**src/hw/gpioc_pkg.sv**
```systemverilog
// Constants for the dual GPIO port block with change interrupt
package gpioc_pkg;

  // Register indices, byte address is four times the index
  localparam logic [7:0] IDX_PORT_A_DATA      = 8'h05;
  localparam logic [7:0] IDX_PORT_B_DATA      = 8'h06;
  localparam logic [7:0] IDX_INTERRUPT_CTRL   = 8'h0b;
  localparam logic [7:0] IDX_TIMER_PULLUP_CFG = 8'h81;
  localparam logic [7:0] IDX_PORT_A_DIRECTION = 8'h85;
  localparam logic [7:0] IDX_PORT_B_DIRECTION = 8'h86;

  // Bus geometry
  localparam int         AXI_ADDR_W  = 12;
  localparam logic [1:0] RESP_OKAY   = 2'h0;
  localparam logic [1:0] RESP_SLVERR = 2'h2;

  // Port widths
  localparam int PA_W = 5;
  localparam int PB_W = 8;

  // Field positions
  localparam int PULLUP_DISABLE_N_BIT = 7;
  localparam int CHG_IRQ_ENABLE_BIT   = 3;
  localparam int CHG_FLAG_BIT         = 0;
  localparam int PA_OPEN_DRAIN_BIT    = 4;
  localparam int PB_EXT_IRQ_BIT       = 0;
  localparam int PB_PROG_CLK_BIT      = 6;
  localparam int PB_PROG_DATA_BIT     = 7;
  localparam int PB_CHG_LO            = 4;

  // Reset values
  localparam logic [7:0]      TIMER_PULLUP_CFG_RST = 8'hff;
  localparam logic [PA_W-1:0] PORT_A_DIR_RST       = 5'h1f;
  localparam logic [PB_W-1:0] PORT_B_DIR_RST       = 8'hff;
  localparam logic [PA_W-1:0] PORT_A_LATCH_RST     = 5'h00;
  localparam logic [PB_W-1:0] PORT_B_LATCH_RST     = 8'h00;

  // Timing: a change must persist one instruction cycle
  localparam int         CLK_PERIOD_NS = 40;
  localparam int         TCY_NS        = 160;
  localparam int         TCY_CYCLES    = (TCY_NS + CLK_PERIOD_NS - 1) / CLK_PERIOD_NS;
  localparam logic [2:0] CHG_CNT_MAX   = 3'(TCY_CYCLES - 1);

endpackage

```
**src/hw/gpioc_top.sv**
```systemverilog
// Dual GPIO port block with port B change interrupt, AXI4-Lite slave
//
// Design decision made here: register access over AXI4-Lite.
module gpioc_top
  import gpioc_pkg::*;
(
  // Clock and reset
  input  wire logic                  i_ref_clk,
  input  wire logic                  i_rst,
  // AXI4-Lite write channels
  input  wire logic [AXI_ADDR_W-1:0] i_s_axi_awaddr,
  input  wire logic                  i_s_axi_awvalid,
  output logic                       o_s_axi_awready,
  input  wire logic [31:0]           i_s_axi_wdata,
  input  wire logic [3:0]            i_s_axi_wstrb,
  input  wire logic                  i_s_axi_wvalid,
  output logic                       o_s_axi_wready,
  output logic [1:0]                 o_s_axi_bresp,
  output logic                       o_s_axi_bvalid,
  input  wire logic                  i_s_axi_bready,
  // AXI4-Lite read channels
  input  wire logic [AXI_ADDR_W-1:0] i_s_axi_araddr,
  input  wire logic                  i_s_axi_arvalid,
  output logic                       o_s_axi_arready,
  output logic [31:0]                o_s_axi_rdata,
  output logic [1:0]                 o_s_axi_rresp,
  output logic                       o_s_axi_rvalid,
  input  wire logic                  i_s_axi_rready,
  // Port A pins
  input  wire logic [PA_W-1:0]       i_pa_pin,
  output logic [PA_W-1:0]            o_pa_out,
  output logic [PA_W-1:0]            o_pa_oe_n,
  // Port B pins
  input  wire logic [PB_W-1:0]       i_pb_pin,
  output logic [PB_W-1:0]            o_pb_out,
  output logic [PB_W-1:0]            o_pb_oe_n,
  output logic [PB_W-1:0]            o_pb_pullup_en,
  // Alternate pin functions
  output logic                       o_timer_clk_in,
  output logic                       o_ext_irq_in,
  output logic                       o_prog_clk,
  output logic                       o_prog_data,
  // Core side
  input  wire logic                  i_sleep,
  output logic                       o_change_irq,
  output logic                       o_wake
);

  // Pin synchronisers
  logic [PA_W-1:0] pa_s1_q;
  logic [PA_W-1:0] pa_s2_q;
  logic [PB_W-1:0] pb_s1_q;
  logic [PB_W-1:0] pb_s2_q;

  // Bus state
  logic                  aw_have_q;
  logic                  aw_have_d;
  logic [AXI_ADDR_W-1:0] awaddr_q;
  logic                  w_have_q;
  logic                  w_have_d;
  logic [7:0]            wdata_q;
  logic                  wstrb0_q;
  logic                  awready_q;
  logic                  wready_q;
  logic                  bvalid_q;
  logic                  bvalid_d;
  logic [1:0]            bresp_q;
  logic                  arready_q;
  logic                  rvalid_q;
  logic                  rvalid_d;
  logic [31:0]           rdata_q;
  logic [1:0]            rresp_q;

  // Block registers
  logic [PA_W-1:0] lat_a_q;
  logic [PA_W-1:0] lat_a_d;
  logic [PB_W-1:0] lat_b_q;
  logic [PB_W-1:0] lat_b_d;
  logic [7:0]      cfg_q;
  logic [7:0]      cfg_d;
  logic [PA_W-1:0] dir_a_q;
  logic [PA_W-1:0] dir_a_d;
  logic [PB_W-1:0] dir_b_q;
  logic [PB_W-1:0] dir_b_d;
  logic            chg_en_q;
  logic            chg_en_d;
  logic            chg_flag_q;
  logic            chg_flag_d;
  logic [3:0]      cmp_q;
  logic [3:0]      cmp_d;
  logic [2:0]      stab_cnt_q;
  logic [2:0]      stab_cnt_d;

  // Pin drive registers
  logic [PA_W-1:0] pa_out_q;
  logic [PA_W-1:0] pa_oe_n_q;
  logic [PB_W-1:0] pb_out_q;
  logic [PB_W-1:0] pb_oe_n_q;
  logic [PB_W-1:0] pullup_q;
  logic [3:0]      alt_q;
  logic            irq_q;
  logic            wake_q;

  // Handshake terms
  wire aw_take = i_s_axi_awvalid & awready_q;
  wire w_take  = i_s_axi_wvalid & wready_q;
  wire wr_fire = aw_have_q & w_have_q & ~bvalid_q;
  wire ar_take = i_s_axi_arvalid & arready_q;

  assign aw_have_d = (aw_have_q & ~wr_fire) | aw_take;
  assign w_have_d  = (w_have_q & ~wr_fire) | w_take;
  assign bvalid_d  = (bvalid_q & ~i_s_axi_bready) | wr_fire;
  assign rvalid_d  = (rvalid_q & ~i_s_axi_rready) | ar_take;

  // Write decode
  wire [7:0] wr_idx  = awaddr_q[9:2];
  wire       wr_low  = (awaddr_q[AXI_ADDR_W-1:10] == 2'h0);
  wire       wr_en   = wr_fire & wstrb0_q;
  wire       wr_pa   = wr_en & wr_low & (wr_idx == IDX_PORT_A_DATA);
  wire       wr_pb   = wr_en & wr_low & (wr_idx == IDX_PORT_B_DATA);
  wire       wr_ic   = wr_en & wr_low & (wr_idx == IDX_INTERRUPT_CTRL);
  wire       wr_cfg  = wr_en & wr_low & (wr_idx == IDX_TIMER_PULLUP_CFG);
  wire       wr_da   = wr_en & wr_low & (wr_idx == IDX_PORT_A_DIRECTION);
  wire       wr_db   = wr_en & wr_low & (wr_idx == IDX_PORT_B_DIRECTION);
  wire       wr_hit  = wr_low & ((wr_idx == IDX_PORT_A_DATA) | (wr_idx == IDX_PORT_B_DATA)
                     | (wr_idx == IDX_INTERRUPT_CTRL) | (wr_idx == IDX_TIMER_PULLUP_CFG)
                     | (wr_idx == IDX_PORT_A_DIRECTION) | (wr_idx == IDX_PORT_B_DIRECTION));

  // Read decode
  wire [7:0] rd_idx  = i_s_axi_araddr[9:2];
  wire       rd_low  = (i_s_axi_araddr[AXI_ADDR_W-1:10] == 2'h0);
  wire       rd_pa   = rd_low & (rd_idx == IDX_PORT_A_DATA);
  wire       rd_pb   = rd_low & (rd_idx == IDX_PORT_B_DATA);
  wire       rd_ic   = rd_low & (rd_idx == IDX_INTERRUPT_CTRL);
  wire       rd_cfg  = rd_low & (rd_idx == IDX_TIMER_PULLUP_CFG);
  wire       rd_da   = rd_low & (rd_idx == IDX_PORT_A_DIRECTION);
  wire       rd_db   = rd_low & (rd_idx == IDX_PORT_B_DIRECTION);
  wire       rd_hit  = rd_pa | rd_pb | rd_ic | rd_cfg | rd_da | rd_db;

  // Interrupt control image
  wire [7:0] ic_img  = (8'({chg_en_q}) << CHG_IRQ_ENABLE_BIT)
                     | (8'({chg_flag_q}) << CHG_FLAG_BIT);

  // Read data selection
  wire [7:0] rd_byte = rd_pa  ? {3'h0, pa_s2_q} :
                       rd_pb  ? pb_s2_q :
                       rd_ic  ? ic_img :
                       rd_cfg ? cfg_q :
                       rd_da  ? {3'h0, dir_a_q} :
                       rd_db  ? dir_b_q :
                                8'h00;

  // Latch updates, input bits take the pin level
  assign lat_a_d = wr_pa ? ((dir_a_q & pa_s2_q) | (~dir_a_q & wdata_q[PA_W-1:0]))
                         : lat_a_q;
  assign lat_b_d = wr_pb ? ((dir_b_q & pb_s2_q) | (~dir_b_q & wdata_q))
                         : lat_b_q;
  assign cfg_d   = wr_cfg ? wdata_q : cfg_q;
  assign dir_a_d = wr_da ? wdata_q[PA_W-1:0] : dir_a_q;
  assign dir_b_d = wr_db ? wdata_q : dir_b_q;
  assign chg_en_d = wr_ic ? wdata_q[CHG_IRQ_ENABLE_BIT] : chg_en_q;

  // Change detection on the upper nibble
  wire [3:0] up_pins = pb_s2_q[PB_W-1:PB_CHG_LO];
  wire [3:0] up_in   = dir_b_q[PB_W-1:PB_CHG_LO];
  wire       mism    = |((up_pins ^ cmp_q) & up_in);
  wire       chg_hit = mism & (stab_cnt_q == CHG_CNT_MAX);

  assign stab_cnt_d = ~mism ? 3'h0 :
                      (stab_cnt_q == CHG_CNT_MAX) ? stab_cnt_q :
                      stab_cnt_q + 3'h1;
  assign cmp_d      = ((ar_take & rd_pb) | wr_pb) ? up_pins : cmp_q;

  // Set wins over a software clear
  assign chg_flag_d = chg_hit | (wr_ic ? wdata_q[CHG_FLAG_BIT] : chg_flag_q);

  // Pin synchronisers
  always_ff @(posedge i_ref_clk or posedge i_rst) begin
    if (i_rst) begin
      pa_s1_q <= '0;
      pa_s2_q <= '0;
      pb_s1_q <= '0;
      pb_s2_q <= '0;
    end else begin
      pa_s1_q <= i_pa_pin;
      pa_s2_q <= pa_s1_q;
      pb_s1_q <= i_pb_pin;
      pb_s2_q <= pb_s1_q;
    end
  end

  // Write channels
  always_ff @(posedge i_ref_clk or posedge i_rst) begin
    if (i_rst) begin
      aw_have_q <= 1'b0;
      w_have_q  <= 1'b0;
      awready_q <= 1'b0;
      wready_q  <= 1'b0;
      bvalid_q  <= 1'b0;
    end else begin
      aw_have_q <= aw_have_d;
      w_have_q  <= w_have_d;
      awready_q <= ~aw_have_d & ~bvalid_d;
      wready_q  <= ~w_have_d & ~bvalid_d;
      bvalid_q  <= bvalid_d;
    end
  end

  // Write payload and response
  always_ff @(posedge i_ref_clk or posedge i_rst) begin
    if (i_rst) begin
      awaddr_q <= '0;
      wdata_q  <= 8'h00;
      wstrb0_q <= 1'b0;
      bresp_q  <= RESP_OKAY;
    end else begin
      if (aw_take) begin
        awaddr_q <= i_s_axi_awaddr;
      end
      if (w_take) begin
        wdata_q  <= i_s_axi_wdata[7:0];
        wstrb0_q <= i_s_axi_wstrb[0];
      end
      if (wr_fire) begin
        bresp_q <= wr_hit ? RESP_OKAY : RESP_SLVERR;
      end
    end
  end

  // Read channels
  always_ff @(posedge i_ref_clk or posedge i_rst) begin
    if (i_rst) begin
      arready_q <= 1'b0;
      rvalid_q  <= 1'b0;
      rdata_q   <= 32'h0000_0000;
      rresp_q   <= RESP_OKAY;
    end else begin
      arready_q <= ~rvalid_d;
      rvalid_q  <= rvalid_d;
      if (ar_take) begin
        rdata_q <= {24'h00_0000, rd_byte};
        rresp_q <= rd_hit ? RESP_OKAY : RESP_SLVERR;
      end
    end
  end

  // Configuration and data registers
  always_ff @(posedge i_ref_clk or posedge i_rst) begin
    if (i_rst) begin
      lat_a_q  <= PORT_A_LATCH_RST;
      lat_b_q  <= PORT_B_LATCH_RST;
      cfg_q    <= TIMER_PULLUP_CFG_RST;
      dir_a_q  <= PORT_A_DIR_RST;
      dir_b_q  <= PORT_B_DIR_RST;
      chg_en_q <= 1'b0;
    end else begin
      lat_a_q  <= lat_a_d;
      lat_b_q  <= lat_b_d;
      cfg_q    <= cfg_d;
      dir_a_q  <= dir_a_d;
      dir_b_q  <= dir_b_d;
      chg_en_q <= chg_en_d;
    end
  end

  // Change detection state
  always_ff @(posedge i_ref_clk or posedge i_rst) begin
    if (i_rst) begin
      cmp_q      <= 4'h0;
      stab_cnt_q <= 3'h0;
      chg_flag_q <= 1'b0;
    end else begin
      cmp_q      <= cmp_d;
      stab_cnt_q <= stab_cnt_d;
      chg_flag_q <= chg_flag_d;
    end
  end

  // Pin drive next values
  logic [PA_W-1:0] pa_out_d;
  logic [PA_W-1:0] pa_oe_n_d;
  logic [PB_W-1:0] pullup_d;
  logic [3:0]      alt_d;
  logic            irq_d;
  logic            wake_d;
  wire  [PA_W-1:0] od_mask = 5'h01 << PA_OPEN_DRAIN_BIT;

  // Open-drain bit only ever pulls low
  assign pa_out_d  = lat_a_d & ~od_mask;
  assign pa_oe_n_d = dir_a_d | (lat_a_d & od_mask);
  // Pull-ups only on input pins
  assign pullup_d  = {PB_W{~cfg_d[PULLUP_DISABLE_N_BIT]}} & dir_b_d;
  assign alt_d     = {pa_s2_q[PA_OPEN_DRAIN_BIT], pb_s2_q[PB_EXT_IRQ_BIT],
                      pb_s2_q[PB_PROG_CLK_BIT], pb_s2_q[PB_PROG_DATA_BIT]};
  assign irq_d     = chg_flag_d & chg_en_d;
  assign wake_d    = i_sleep & irq_d;

  // Port A drivers
  always_ff @(posedge i_ref_clk or posedge i_rst) begin
    if (i_rst) begin
      pa_out_q  <= '0;
      pa_oe_n_q <= '1;
    end else begin
      pa_out_q  <= pa_out_d;
      pa_oe_n_q <= pa_oe_n_d;
    end
  end

  // Port B drivers and weak pull-ups
  always_ff @(posedge i_ref_clk or posedge i_rst) begin
    if (i_rst) begin
      pb_out_q  <= '0;
      pb_oe_n_q <= '1;
      pullup_q  <= '0;
    end else begin
      pb_out_q  <= lat_b_d;
      pb_oe_n_q <= dir_b_d;
      pullup_q  <= pullup_d;
    end
  end

  // Alternate inputs, interrupt and wake
  always_ff @(posedge i_ref_clk or posedge i_rst) begin
    if (i_rst) begin
      alt_q  <= 4'h0;
      irq_q  <= 1'b0;
      wake_q <= 1'b0;
    end else begin
      alt_q  <= alt_d;
      irq_q  <= irq_d;
      wake_q <= wake_d;
    end
  end

  // Outputs
  assign o_s_axi_awready = awready_q;
  assign o_s_axi_wready  = wready_q;
  assign o_s_axi_bvalid  = bvalid_q;
  assign o_s_axi_bresp   = bresp_q;
  assign o_s_axi_arready = arready_q;
  assign o_s_axi_rvalid  = rvalid_q;
  assign o_s_axi_rdata   = rdata_q;
  assign o_s_axi_rresp   = rresp_q;
  assign o_pa_out        = pa_out_q;
  assign o_pa_oe_n       = pa_oe_n_q;
  assign o_pb_out        = pb_out_q;
  assign o_pb_oe_n       = pb_oe_n_q;
  assign o_pb_pullup_en  = pullup_q;
  assign o_timer_clk_in  = alt_q[3];
  assign o_ext_irq_in    = alt_q[2];
  assign o_prog_clk      = alt_q[1];
  assign o_prog_data     = alt_q[0];
  assign o_change_irq    = irq_q;
  assign o_wake          = wake_q;

endmodule

```
**config.mk**
```make
export PLATFORM = sky130hd
export DESIGN_NAME = gpioc_top
export DESIGN_NICKNAME = d
export VERILOG_FILES = /design/src/hw/gpioc_pkg.sv /design/src/hw/gpioc_top.sv
export SDC_FILE = /design/constraint.sdc
export NUM_CORES = 1
export LEC_CHECK = 0
export BUFFER_PORTS_ARGS = -buffer_cell sky130_fd_sc_hd__buf_2
export CORE_ASPECT_RATIO = 0.8
export CORE_MARGIN = 3
export CORE_UTILIZATION = 46
export CTS_CLUSTER_DIAMETER = 150
export CTS_CLUSTER_SIZE = 24
export DETAILED_ROUTE_END_ITERATION = 10
export PLACE_DENSITY = 0.76
export SETUP_SLACK_MARGIN = 0.02
export SLEW_MARGIN = 20
export SYNTH_ARGS = -nofsm -noshare
export SYNTH_HDL_FRONTEND = slang
export SYNTH_SLANG_ARGS = --single-unit
```
**constraint.sdc**
```tcl
create_clock -name i_ref_clk -period 3.2 [get_ports i_ref_clk]
set_input_delay 0.16 -clock i_ref_clk [delete_from_list [all_inputs] [get_ports i_ref_clk]]
set_output_delay 0.16 -clock i_ref_clk [all_outputs]
set_load 0.005 [all_outputs]
```
==> flow_metrics.env, run 1 <==
export IMPL_status="finished, final reports clean"
export IMPL_synth_edf_count=0
export IMPL_syn_to_final_growth_pct=28.2
export IMPL_fmaxAchievable_mhz=474
export IMPL_routedWlPerCell_um=18.0
export IMPL_relSlewSlack_pct=49.5
export IMPL_insertion_delay_ns=0.42
export IMPL_syn_area_per_cell_um2=13.3
export IMPL_start_util_pct=47.6
export IMPL_grt_pass1_wl_mm=19.9
export IMPL_p_per_area_nw_per_um2=673
export IMPL_root_buffer="clkbuf_16"
export IMPL_multi_input_area_um2=1950
export IMPL_dp_hpwl_mm=8.56
export IMPL_synth_area_leaders="dfrtp_1 (47%), dfstp_2 (11%), mux2_2 (11%)"
export IMPL_fin_skew_ns=0.0110
export IMPL_post_route_util_pct=61.0
export IMPL_portBuffers=103
export IMPL_first_iter_violations=216
export IMPL_rr_startpoint="o_s_axi_bvalid"
export IMPL_setup_viol=0
export IMPL_synthSimpleGateAreaFrac_pct=9.37
export IMPL_rsz0062_at_grt="false"
export IMPL_grt_pass1_vias=3746
export IMPL_synth_area_mux_share_pct=15.7
export IMPL_cp_arrival_ns=2.40
export IMPL_synth_cells=394
export IMPL_nFillCells=836
export IMPL_crit_start="o_s_axi_bvalid"
export IMPL_ys_async_sr_fraction_pct=100
export IMPL_ios=162
export IMPL_power_leakage_nw=3.27
export IMPL_rows=34
export IMPL_crit_type="reg2reg"
export IMPL_clkTransAtPathRegs_ns=0.06
export IMPL_dp_cells=625
export IMPL_setup_tns_ns=0
export IMPL_finalWorstPathRequiredPeriod_ns=2.11
export IMPL_vias_per_cell=5.20
export IMPL_cp_max_fo=9
export IMPL_cts_tree="done"
export IMPL_slew_viol_final=0
export IMPL_ys_ff_latch=120
export IMPL_whs_ns=0.0339
export IMPL_die_h_um=101
export IMPL_crit_path_top_delay_cell="nor2_1"
export IMPL_yosys_area_top_type="dfrtp_1"
export IMPL_power_total_mw=4.51
export IMPL_coreArea_um2=11000
export IMPL_remaining_drc_errors=0
export IMPL_overflow=0
export IMPL_hold_viol=0
export IMPL_placed_cell_area_um2=5750
export IMPL_cp_cell_sequence="and3b_1 -> nand4_1 -> nor2_1 -> mux2_2"
export IMPL_synth_compound_area_share_pct=9.08
export IMPL_grt_max_degree=56
export IMPL_synthAdderAreaFrac_pct=0.479
export IMPL_synthFlopType="dfrtp_1"
export IMPL_worst_slew_pin_slew_ns=0.756
export IMPL_cts_buffers=17
export IMPL_cts_htree_levels=4
export IMPL_grt_usage_pct=20.4
export IMPL_ys_seq_area_share_pct=58.0
export IMPL_min_from="i_s_axi_arvalid"
export IMPL_drive_above_1_share_pct=42.0
export IMPL_cp_required_ns=3.50
export IMPL_yosysWarnings=0
export IMPL_cp_end_kind="flip-flop"
export IMPL_maxCapViolCount=0
export IMPL_synth_xor_area_share_pct=0.839
export IMPL_critical_path_max_stage_delay_ns=0.49
export IMPL_gp_congestion=0.841
export IMPL_clockBufferDepth=2
export IMPL_syn_area_um2=5220
export IMPL_seqCellArea_um2=3030
export IMPL_startpoint_type="flip-flop"
export IMPL_synth_top_family_by_area="multiplexers"
export IMPL_ant_nets=0
export IMPL_wl_mm=12.5
export IMPL_dieWidth_um=125
export IMPL_die_area_um2=12700
export IMPL_hold_path_class="in2reg"
export IMPL_final_area_um2=6690
export IMPL_place_ws_ns=1.14
export IMPL_synth_distinct_cells=51
export IMPL_synth_top_area_share_pct=47.0
export IMPL_fin_crit_sh_pct=65.9
export IMPL_antenna_found_initial=1
export IMPL_route_vias_total=3606
export IMPL_irDropWorstVdd_mv=0.559
export IMPL_cts_resized=0
export IMPL_layout_nets=618
export IMPL_cts_sinks=120
export IMPL_setup_ws_ns=1.09
export IMPL_layoutNonFillerInstCount=693
export IMPL_dr_pass1_iters=4
metal layers:
layer | vias to the layer above | track usage [%] | part of all wire, %
met5 | - | 0 | 0
met4 | 0 | 8.67 | 1.9
met3 | 21 | 6.80 | 7.9
met2 | 152 | 32.6 | 47
met1 | 1787 | 26.0 | 43
li1 | 1646 | - | -
worst paths after layout:
path / endpoint / slack [ns] / cells past startpoint
max in group asynchronous: cfg_q[0] / 1.86 / 4
min in group asynchronous: o_s_axi_bresp[1] / 0.44 / 3
min: o_s_axi_rresp[1] / 0.03 / 3
min reg2reg: pb_s2_q[7] / 0.35 / 0
max reg2reg: lat_a_q[2] / 1.09 / 4
max: lat_a_q[2] / 1.09 / 4
cells in the final DEF (no fill, tap or decap), types with 3 or more instances in the layout:
| cell type | instances |
|---|---|
| a21oi_1 | 19 |
| a22o_1 | 3 |
| a2bb2oi_1 | 3 |
| a31oi_1 | 8 |
| and4bb_2 | 4 |
| buf_2 | 103 |
| clkbuf_16 | 17 |
| clkinv_4 | 4 |
| clkinvlp_4 | 3 |
| conb_1 | 27 |
| dfrtp_1 | 98 |
| dfstp_2 | 22 |
| dlygate4sd3_1 | 35 |
| inv_1 | 7 |
| inv_6 | 6 |
| mux2_2 | 51 |
| mux2_4 | 5 |
| mux2i_1 | 17 |
| nand2_1 | 11 |
| nand2b_1 | 5 |
| nand4_1 | 3 |
| nor2_1 | 11 |
| nor2b_1 | 11 |
| nor3b_1 | 4 |
| o21ai_0 | 16 |
| o2bb2ai_1 | 6 |
| xor2_1 | 5 |
worst max-delay path: cells and delay by family (launching register included):
family / cells / cell delay, ns
AND/OR/NAND/NOR: 3 / 1.17
flip-flops: 1 / 0.41
multiplexers: 1 / 0.40
final cells by class:
type	instances	area share, %
timing repair buffer	141	13.5
clock inverter	14	2.43
sequential	120	45.3
inverter	8	0.505
tap	144	2.69
clock buffer	18	6.41
antenna	1	0.0374
multi-input combinational	247	29.2
cell families after synthesis:
logic type,Yosys count
AOI/OAI and AO/OA,70
muxes,73
xor gates and xnor gates,5
DFF,120
other,1
adders and majority gates,2
and+or+nand+nor,70
buffers and inverters,53
Yosys cell counts, drive strengths merged (3+ instances only):
cell,instances
nor4b,3
and4bb,4
clkbuf,3
a22oi,3
dfstp,22
xor2,5
o2bb2ai,6
nand4,5
a21oi,19
mux2,56
mux2i,17
nand2,11
nor2b,12
dfrtp,98
a22o,3
nand2b,5
o21ai,16
nor2,11
nor3b,5
buf,42
a31oi,8
inv,8
a2bb2oi,3
power breakdown:
group,total [mW],internal [mW],leakage [nW],switching [mW]
Clock,1.91,1.16,0.283,0.741
Combinational,0.632,0.344,1.52,0.288
Sequential,1.97,1.72,1.46,0.244
Total,4.51,3.23,3.27,1.27
state kept, by name, indices dropped and copies added (netlist names), 4 cells and up:
| name | count |
|---|---|
| o_s_axi_rdata | 8 |
| lat_a_q | 5 |
| pb_s1_q | 8 |
| pb_s2_q | 8 |
| o_pb_pullup_en | 8 |
| wdata_q | 8 |
| alt_q | 4 |
| cfg_q | 8 |
| o_pb_out | 8 |
| o_pb_oe_n | 8 |
| awaddr_q | 10 |
| cmp_q | 4 |
| pa_s2_q | 5 |
| o_pa_oe_n | 5 |
| pa_s1_q | 5 |
timing repair:
| item | 4_1_cts | 5_1_grt |
|---|---|---|
| hold endpoints to repair | 61 | 0 |
| setup buffers | 0 | 0 |
| hold buffers | 35 | 0 |
No activity file was read; power rests on OpenSTA's default activity.
==> run 2: changes to the inputs <==
- clock period: 3.2 -> 1.7 ns (I/O delays scaled with it)
==> flow_metrics.env, run 2 (synthesized netlist as in run 1, its figures left out) <==
export IMPL_status="complete, but fails checks"
export IMPL_violations="setup timing"
export IMPL_worstSetupEndpoint="lat_a_q[1]"
export IMPL_cp_arrival_ns=2.00
export IMPL_crit_path_top_delay_cell="dfrtp_1"
export IMPL_clkTransAtPathRegs_ns=0.06
export IMPL_critical_path_max_stage_delay_ns=0.46
export IMPL_insertion_delay_ns=0.41
export IMPL_cp_end_kind="flip-flop"
export IMPL_antenna_found_initial=0
export IMPL_final_area_um2=7010
export IMPL_cp_required_ns=1.99
export IMPL_power_leakage_nw=3.41
export IMPL_maxCapViolCount=0
export IMPL_diodes=0
export IMPL_die_area_um2=12700
export IMPL_startpoint_type="flip-flop"
export IMPL_first_iter_violations=239
export IMPL_vias_per_cell=5.29
export IMPL_ff2ff_path_depth=5
export IMPL_rrSetupSlack_ns=-0.01
export IMPL_dr_pass1_iters=5
export IMPL_power_total_mw=8.97
export IMPL_coreArea_um2=11000
export IMPL_setup_viol=1
export IMPL_finalWorstPathRequiredPeriod_ns=1.71
export IMPL_grt_pass1_wl_mm=20.4
export IMPL_largest_register="awaddr_q"
export IMPL_irDropWorstVdd_mv=1.15
export IMPL_cp_max_fo=5
export IMPL_fin_skew_ns=0.0130
export IMPL_dp_hpwl_mm=8.79
export IMPL_clockBufferDepth=2
export IMPL_crit_start="awaddr_q[8]"
export IMPL_dieWidth_um=125
export IMPL_layout_nets=645
export IMPL_place_ws_ns=0.00752
export IMPL_setup_tns_ns=-0.0116
export IMPL_nFillCells=818
export IMPL_remaining_drc_errors=0
export IMPL_cp_cell_sequence="nor3_2 -> nand4_1 -> nor2_1 -> buf_4 -> mux2_2"
export IMPL_hold_viol=0
export IMPL_cts_buffers=17
export IMPL_route_vias_total=3803
export IMPL_rows=34
export IMPL_worstReg2RegEnd="lat_a_q[1]"
export IMPL_grt_usage_pct=21.0
export IMPL_setup_ws_ns=-0.0116
export IMPL_fin_crit_sh_pct=101
export IMPL_grt_pass1_vias=3979
export IMPL_hold_path_class="in2reg"
export IMPL_cts_htree_levels=4
export IMPL_mostFrequentLayoutCell="buf_2"
export IMPL_fmaxAchievable_mhz=584
export IMPL_drive_above_1_share_pct=46.6
export IMPL_final_cell_mix="buf_2 (103), dfrtp_1 (96), mux2_2 (51), dlygate4sd3_1 (37), conb_1 (27)"
export IMPL_p_per_area_nw_per_um2=1280
export IMPL_grt_max_degree=67
export IMPL_gp_congestion=0.895
export IMPL_die_h_um=101
export IMPL_slew_viol_final=0
export IMPL_portBuffers=103
export IMPL_post_route_util_pct=63.9
export IMPL_min_from="i_s_axi_araddr[11]"
export IMPL_crit_type="reg2reg"
export IMPL_cts_tree="done"
export IMPL_routedWlPerCell_um=18.2
export IMPL_start_util_pct=47.6
export IMPL_ios=162
export IMPL_wl_mm=13.1
export IMPL_rr_startpoint="awaddr_q[8]"
export IMPL_placed_cell_area_um2=5900
export IMPL_cts_sinks=120
export IMPL_syn_to_final_growth_pct=34.2
export IMPL_root_buffer="clkbuf_16"
export IMPL_ant_nets=0
export IMPL_rsz0062_at_grt="true"
export IMPL_largest_register_ffs=10
export IMPL_overflow=0
## run 2: cell count changes in the layout (fill, tap and decap cells not counted), sizes merged
cell | previous run | this run
mux2 | 56 | 57
bufinv | 2 | 4
dlygate4sd3 | 35 | 37
inv | 13 | 9
clkinv | 4 | 6
diode | 1 | 0
buf | 106 | 130
## run 2: stage by stage
step / hold WS [ns] / instances
2_1_floorplan: 0.116 / 420
3_5_place_dp: -0.00702 / 643
3_3_place_gp: -0.0106 / 643
5_1_grt: 0.0590 / 719
4_1_cts: 0.00954 / 713
6_report: 0.0242 / 719
## run 2: repair_timing
| action | 4_1_cts | 5_1_grt |
|---|---|---|
| setup endpoints to repair | 14 | 23 |
| hold buffers | 37 | 0 |
| setup buffers | 1 | 5 |
| resized for setup | 4 | 15 |
| hold endpoints to repair | 135 | 0 |
| pin swaps | 1 | 8 |
| gates cloned | 0 | 1 |
## run 2: area by class of cell
type / count / area, µm² / share of cell area (%)
sequential: 120 / 3030 / 43.3
multi-input combinational: 248 / 2010 / 28.7
timing repair buffer: 167 / 1120 / 16.0
clock buffer: 18 / 429 / 6.12
clock inverter: 14 / 198 / 2.82
tap: 144 / 180 / 2.57
inverter: 8 / 33.8 / 0.482
## run 2: report_power, final
group	internal, mW	switching (mW)
Sequential	3.25	0.447
Combinational	0.837	0.654
Clock	2.46	1.32
Total	6.55	2.42
## run 2: worst min-delay path by stage
stage,slack (ns),cells after the start,end
2_1_floorplan,0.12,0,pa_s1_q[0]
3_3_place_gp,-0.01,2,alt_q[3]
3_5_place_dp,-0.007,2,alt_q[3]
4_1_cts,0.01,4,o_s_axi_rdata[3]
5_1_grt,0.06,4,o_s_axi_rdata[0]
6_report,0.02,4,o_s_axi_rdata[3]
## run 2: per-layer routing
metal	GRT usage, %	part of all wire, %	vias to the layer above
met2	32.8	47	180
met5	0	0	-
met4	10.5	2.9	0
li1	-	-	1712
met3	5.59	7.3	35
met1	27.6	43	1876
## run 2: worst max-delay path, delay by kind of cell, from the launching register on
kind,cells,cell delay (ns)
and+or+nand+nor,3,0.58
DFF,1,0.46
buffers and inverters,1,0.18
muxes,1,0.35
==> run 3: changes to the inputs <==
- CELL_PAD_IN_SITES_DETAIL_PLACEMENT: unset -> 2
- CELL_PAD_IN_SITES_GLOBAL_PLACEMENT: unset -> 2
- CORE_UTILIZATION: 46 -> 30
- PLACE_DENSITY: 0.76 -> unset
- PLACE_DENSITY_LB_ADDON: unset -> 0.1
==> flow_metrics.env, run 3 (synthesized netlist as in run 1, its figures left out) <==
export IMPL_cts_htree_levels=4
export IMPL_slew_viol_final=0
export IMPL_cp_end_kind="flip-flop"
export IMPL_critical_path_max_stage_delay_ns=0.43
export IMPL_whs_ns=0.0935
export IMPL_first_iter_violations=107
export IMPL_cts_buffers=17
export IMPL_dp_cells=727
export IMPL_setup_viol=18
export IMPL_die_h_um=124
export IMPL_cp_arrival_ns=2.06
export IMPL_use_met3_pct=4.93
export IMPL_start_util_pct=31.1
export IMPL_layout_nets=657
export IMPL_grt_pass1_wl_mm=24.7
export IMPL_irDropWorstVdd_mv=0.604
export IMPL_insertion_delay_ns=0.42
export IMPL_grt_pass1_vias=4262
export IMPL_antenna_found_initial=0
export IMPL_dr_pass1_iters=6
export IMPL_grt_max_degree=121
export IMPL_cp_max_fo=5
export IMPL_place_ws_ns=-0.0503
export IMPL_largest_register="awaddr_q"
export IMPL_ant_nets=0
export IMPL_route_vias_total=3802
export IMPL_nFillCells=1723
export IMPL_p_per_area_nw_per_um2=1260
export IMPL_final_area_um2=7280
export IMPL_post_route_util_pct=43.3
export IMPL_fin_skew_ns=0.0184
export IMPL_placed_cell_area_um2=6050
export IMPL_overflow=0
export IMPL_largest_register_ffs=10
export IMPL_crit_path_top_delay_cell="dfrtp_1"
export IMPL_rows=42
export IMPL_cp_cell_sequence="and4bb_2 -> and2b_2 -> a22oi_4 -> mux2_4"
export IMPL_clockBufferDepth=2
export IMPL_grt_usage_pct=17.2
export IMPL_hold_path_class="in2reg"
export IMPL_root_buffer="clkbuf_16"
export IMPL_clkTransAtPathRegs_ns=0.06
export IMPL_top_usage_layer="met2"
export IMPL_power_total_mw=9.15
export IMPL_worst_slew_pin_slew_ns=0.687
export IMPL_status="complete, but fails checks"
export IMPL_cts_sinks=120
export IMPL_multi_input_area_um2=2080
export IMPL_ios=162
export IMPL_final_cell_mix="buf_2 (103), dfrtp_1 (93), mux2_2 (45), dlygate4sd3_1 (38), buf_4 (30)"
export IMPL_relSlewSlack_pct=54.2
export IMPL_startpoint_type="flip-flop"
export IMPL_grtUsageMet1_pct=23.3
export IMPL_seqCellArea_um2=3040
export IMPL_rrSetupSlack_ns=-0.06
export IMPL_wl_mm=15.9
export IMPL_coreArea_um2=16800
export IMPL_met2_usage_pct=26.9
export IMPL_crit_type="reg2reg"
export IMPL_violations="setup timing"
export IMPL_hold_viol=0
export IMPL_fin_crit_sh_pct=104
export IMPL_cp_num_buf_inv=0
export IMPL_vias_per_cell=4.71
export IMPL_power_leakage_nw=3.50
export IMPL_dp_hpwl_mm=10.9
export IMPL_portBuffers=103
export IMPL_dieWidth_um=154
export IMPL_fmaxAchievable_mhz=567
export IMPL_die_area_um2=19000
export IMPL_gp_congestion=0.784
export IMPL_layoutNonFillerInstCount=808
export IMPL_cp_top_family="simple AND/OR/NAND/NOR gates"
export IMPL_syn_to_final_growth_pct=39.4
export IMPL_cp_required_ns=1.99
export IMPL_remaining_drc_errors=0
export IMPL_rsz0062_at_grt="true"
export IMPL_maxCapViolCount=0
export IMPL_mostFrequentLayoutCell="buf_2"
export IMPL_cts_tree="done"
export IMPL_drive_above_1_share_pct=48.0
export IMPL_setup_ws_ns=-0.0648
export IMPL_routedWlPerCell_um=19.7
export IMPL_setup_tns_ns=-0.547
export IMPL_finalWorstPathRequiredPeriod_ns=1.76
## run 3: final cells by class
| cell class | count | area share [%] |
|---|---|---|
| antenna | 1 | 0.0344 |
| clock buffer | 24 | 6.75 |
| clock inverter | 8 | 1.65 |
| inverter | 8 | 0.464 |
| multi-input combinational | 248 | 28.6 |
| sequential | 120 | 41.7 |
| tap | 220 | 3.78 |
| timing repair buffer | 179 | 17.0 |
## run 3: final timing paths
| kind | from | endpoint | cells past startpoint |
|---|---|---|---|
| setup / recovery | awaddr_q[5] | cmp_q[2] | 4 |
| hold / removal | i_s_axi_araddr[8] | o_s_axi_rresp[1] | 4 |
| setup reg to reg | awaddr_q[5] | cmp_q[2] | 4 |
| hold reg to reg | pa_s1_q[4] | pa_s2_q[4] | 0 |
| max in group asynchronous | i_rst | awaddr_q[6] | 4 |
| min in group asynchronous | i_rst | pa_s1_q[2] | 4 |
## run 3: repair_timing
item / 4_1_cts / 5_1_grt
setup buffers: 6 / 3
resized for setup: 23 / 19
hold buffers: 38 / 0
endpoints found under the setup margin: 33 / 40
hold endpoints to repair: 135 / 0
cloned: 1 / 0
pin swaps: 5 / 7
## run 3: metal layers
layer,vias up,wire length (µm)
met5,-,0
met1,1957,7550
met3,16,690
li1,1723,-
met2,106,7420
met4,0,225
## run 3: worst reg2reg max path, stage by stage, from the launching register on
cell and delay, ns:
dfrtp_1 0.43, and4bb_2 0.28, and2b_2 0.24, a22oi_4 0.35, mux2_4 0.33
## run 3: report_power, final
part	leakage, nW	internal, mW	switching, mW
clock	0.296	2.45	1.29
sequential	1.46	3.26	0.478
combinational	1.75	0.914	0.763
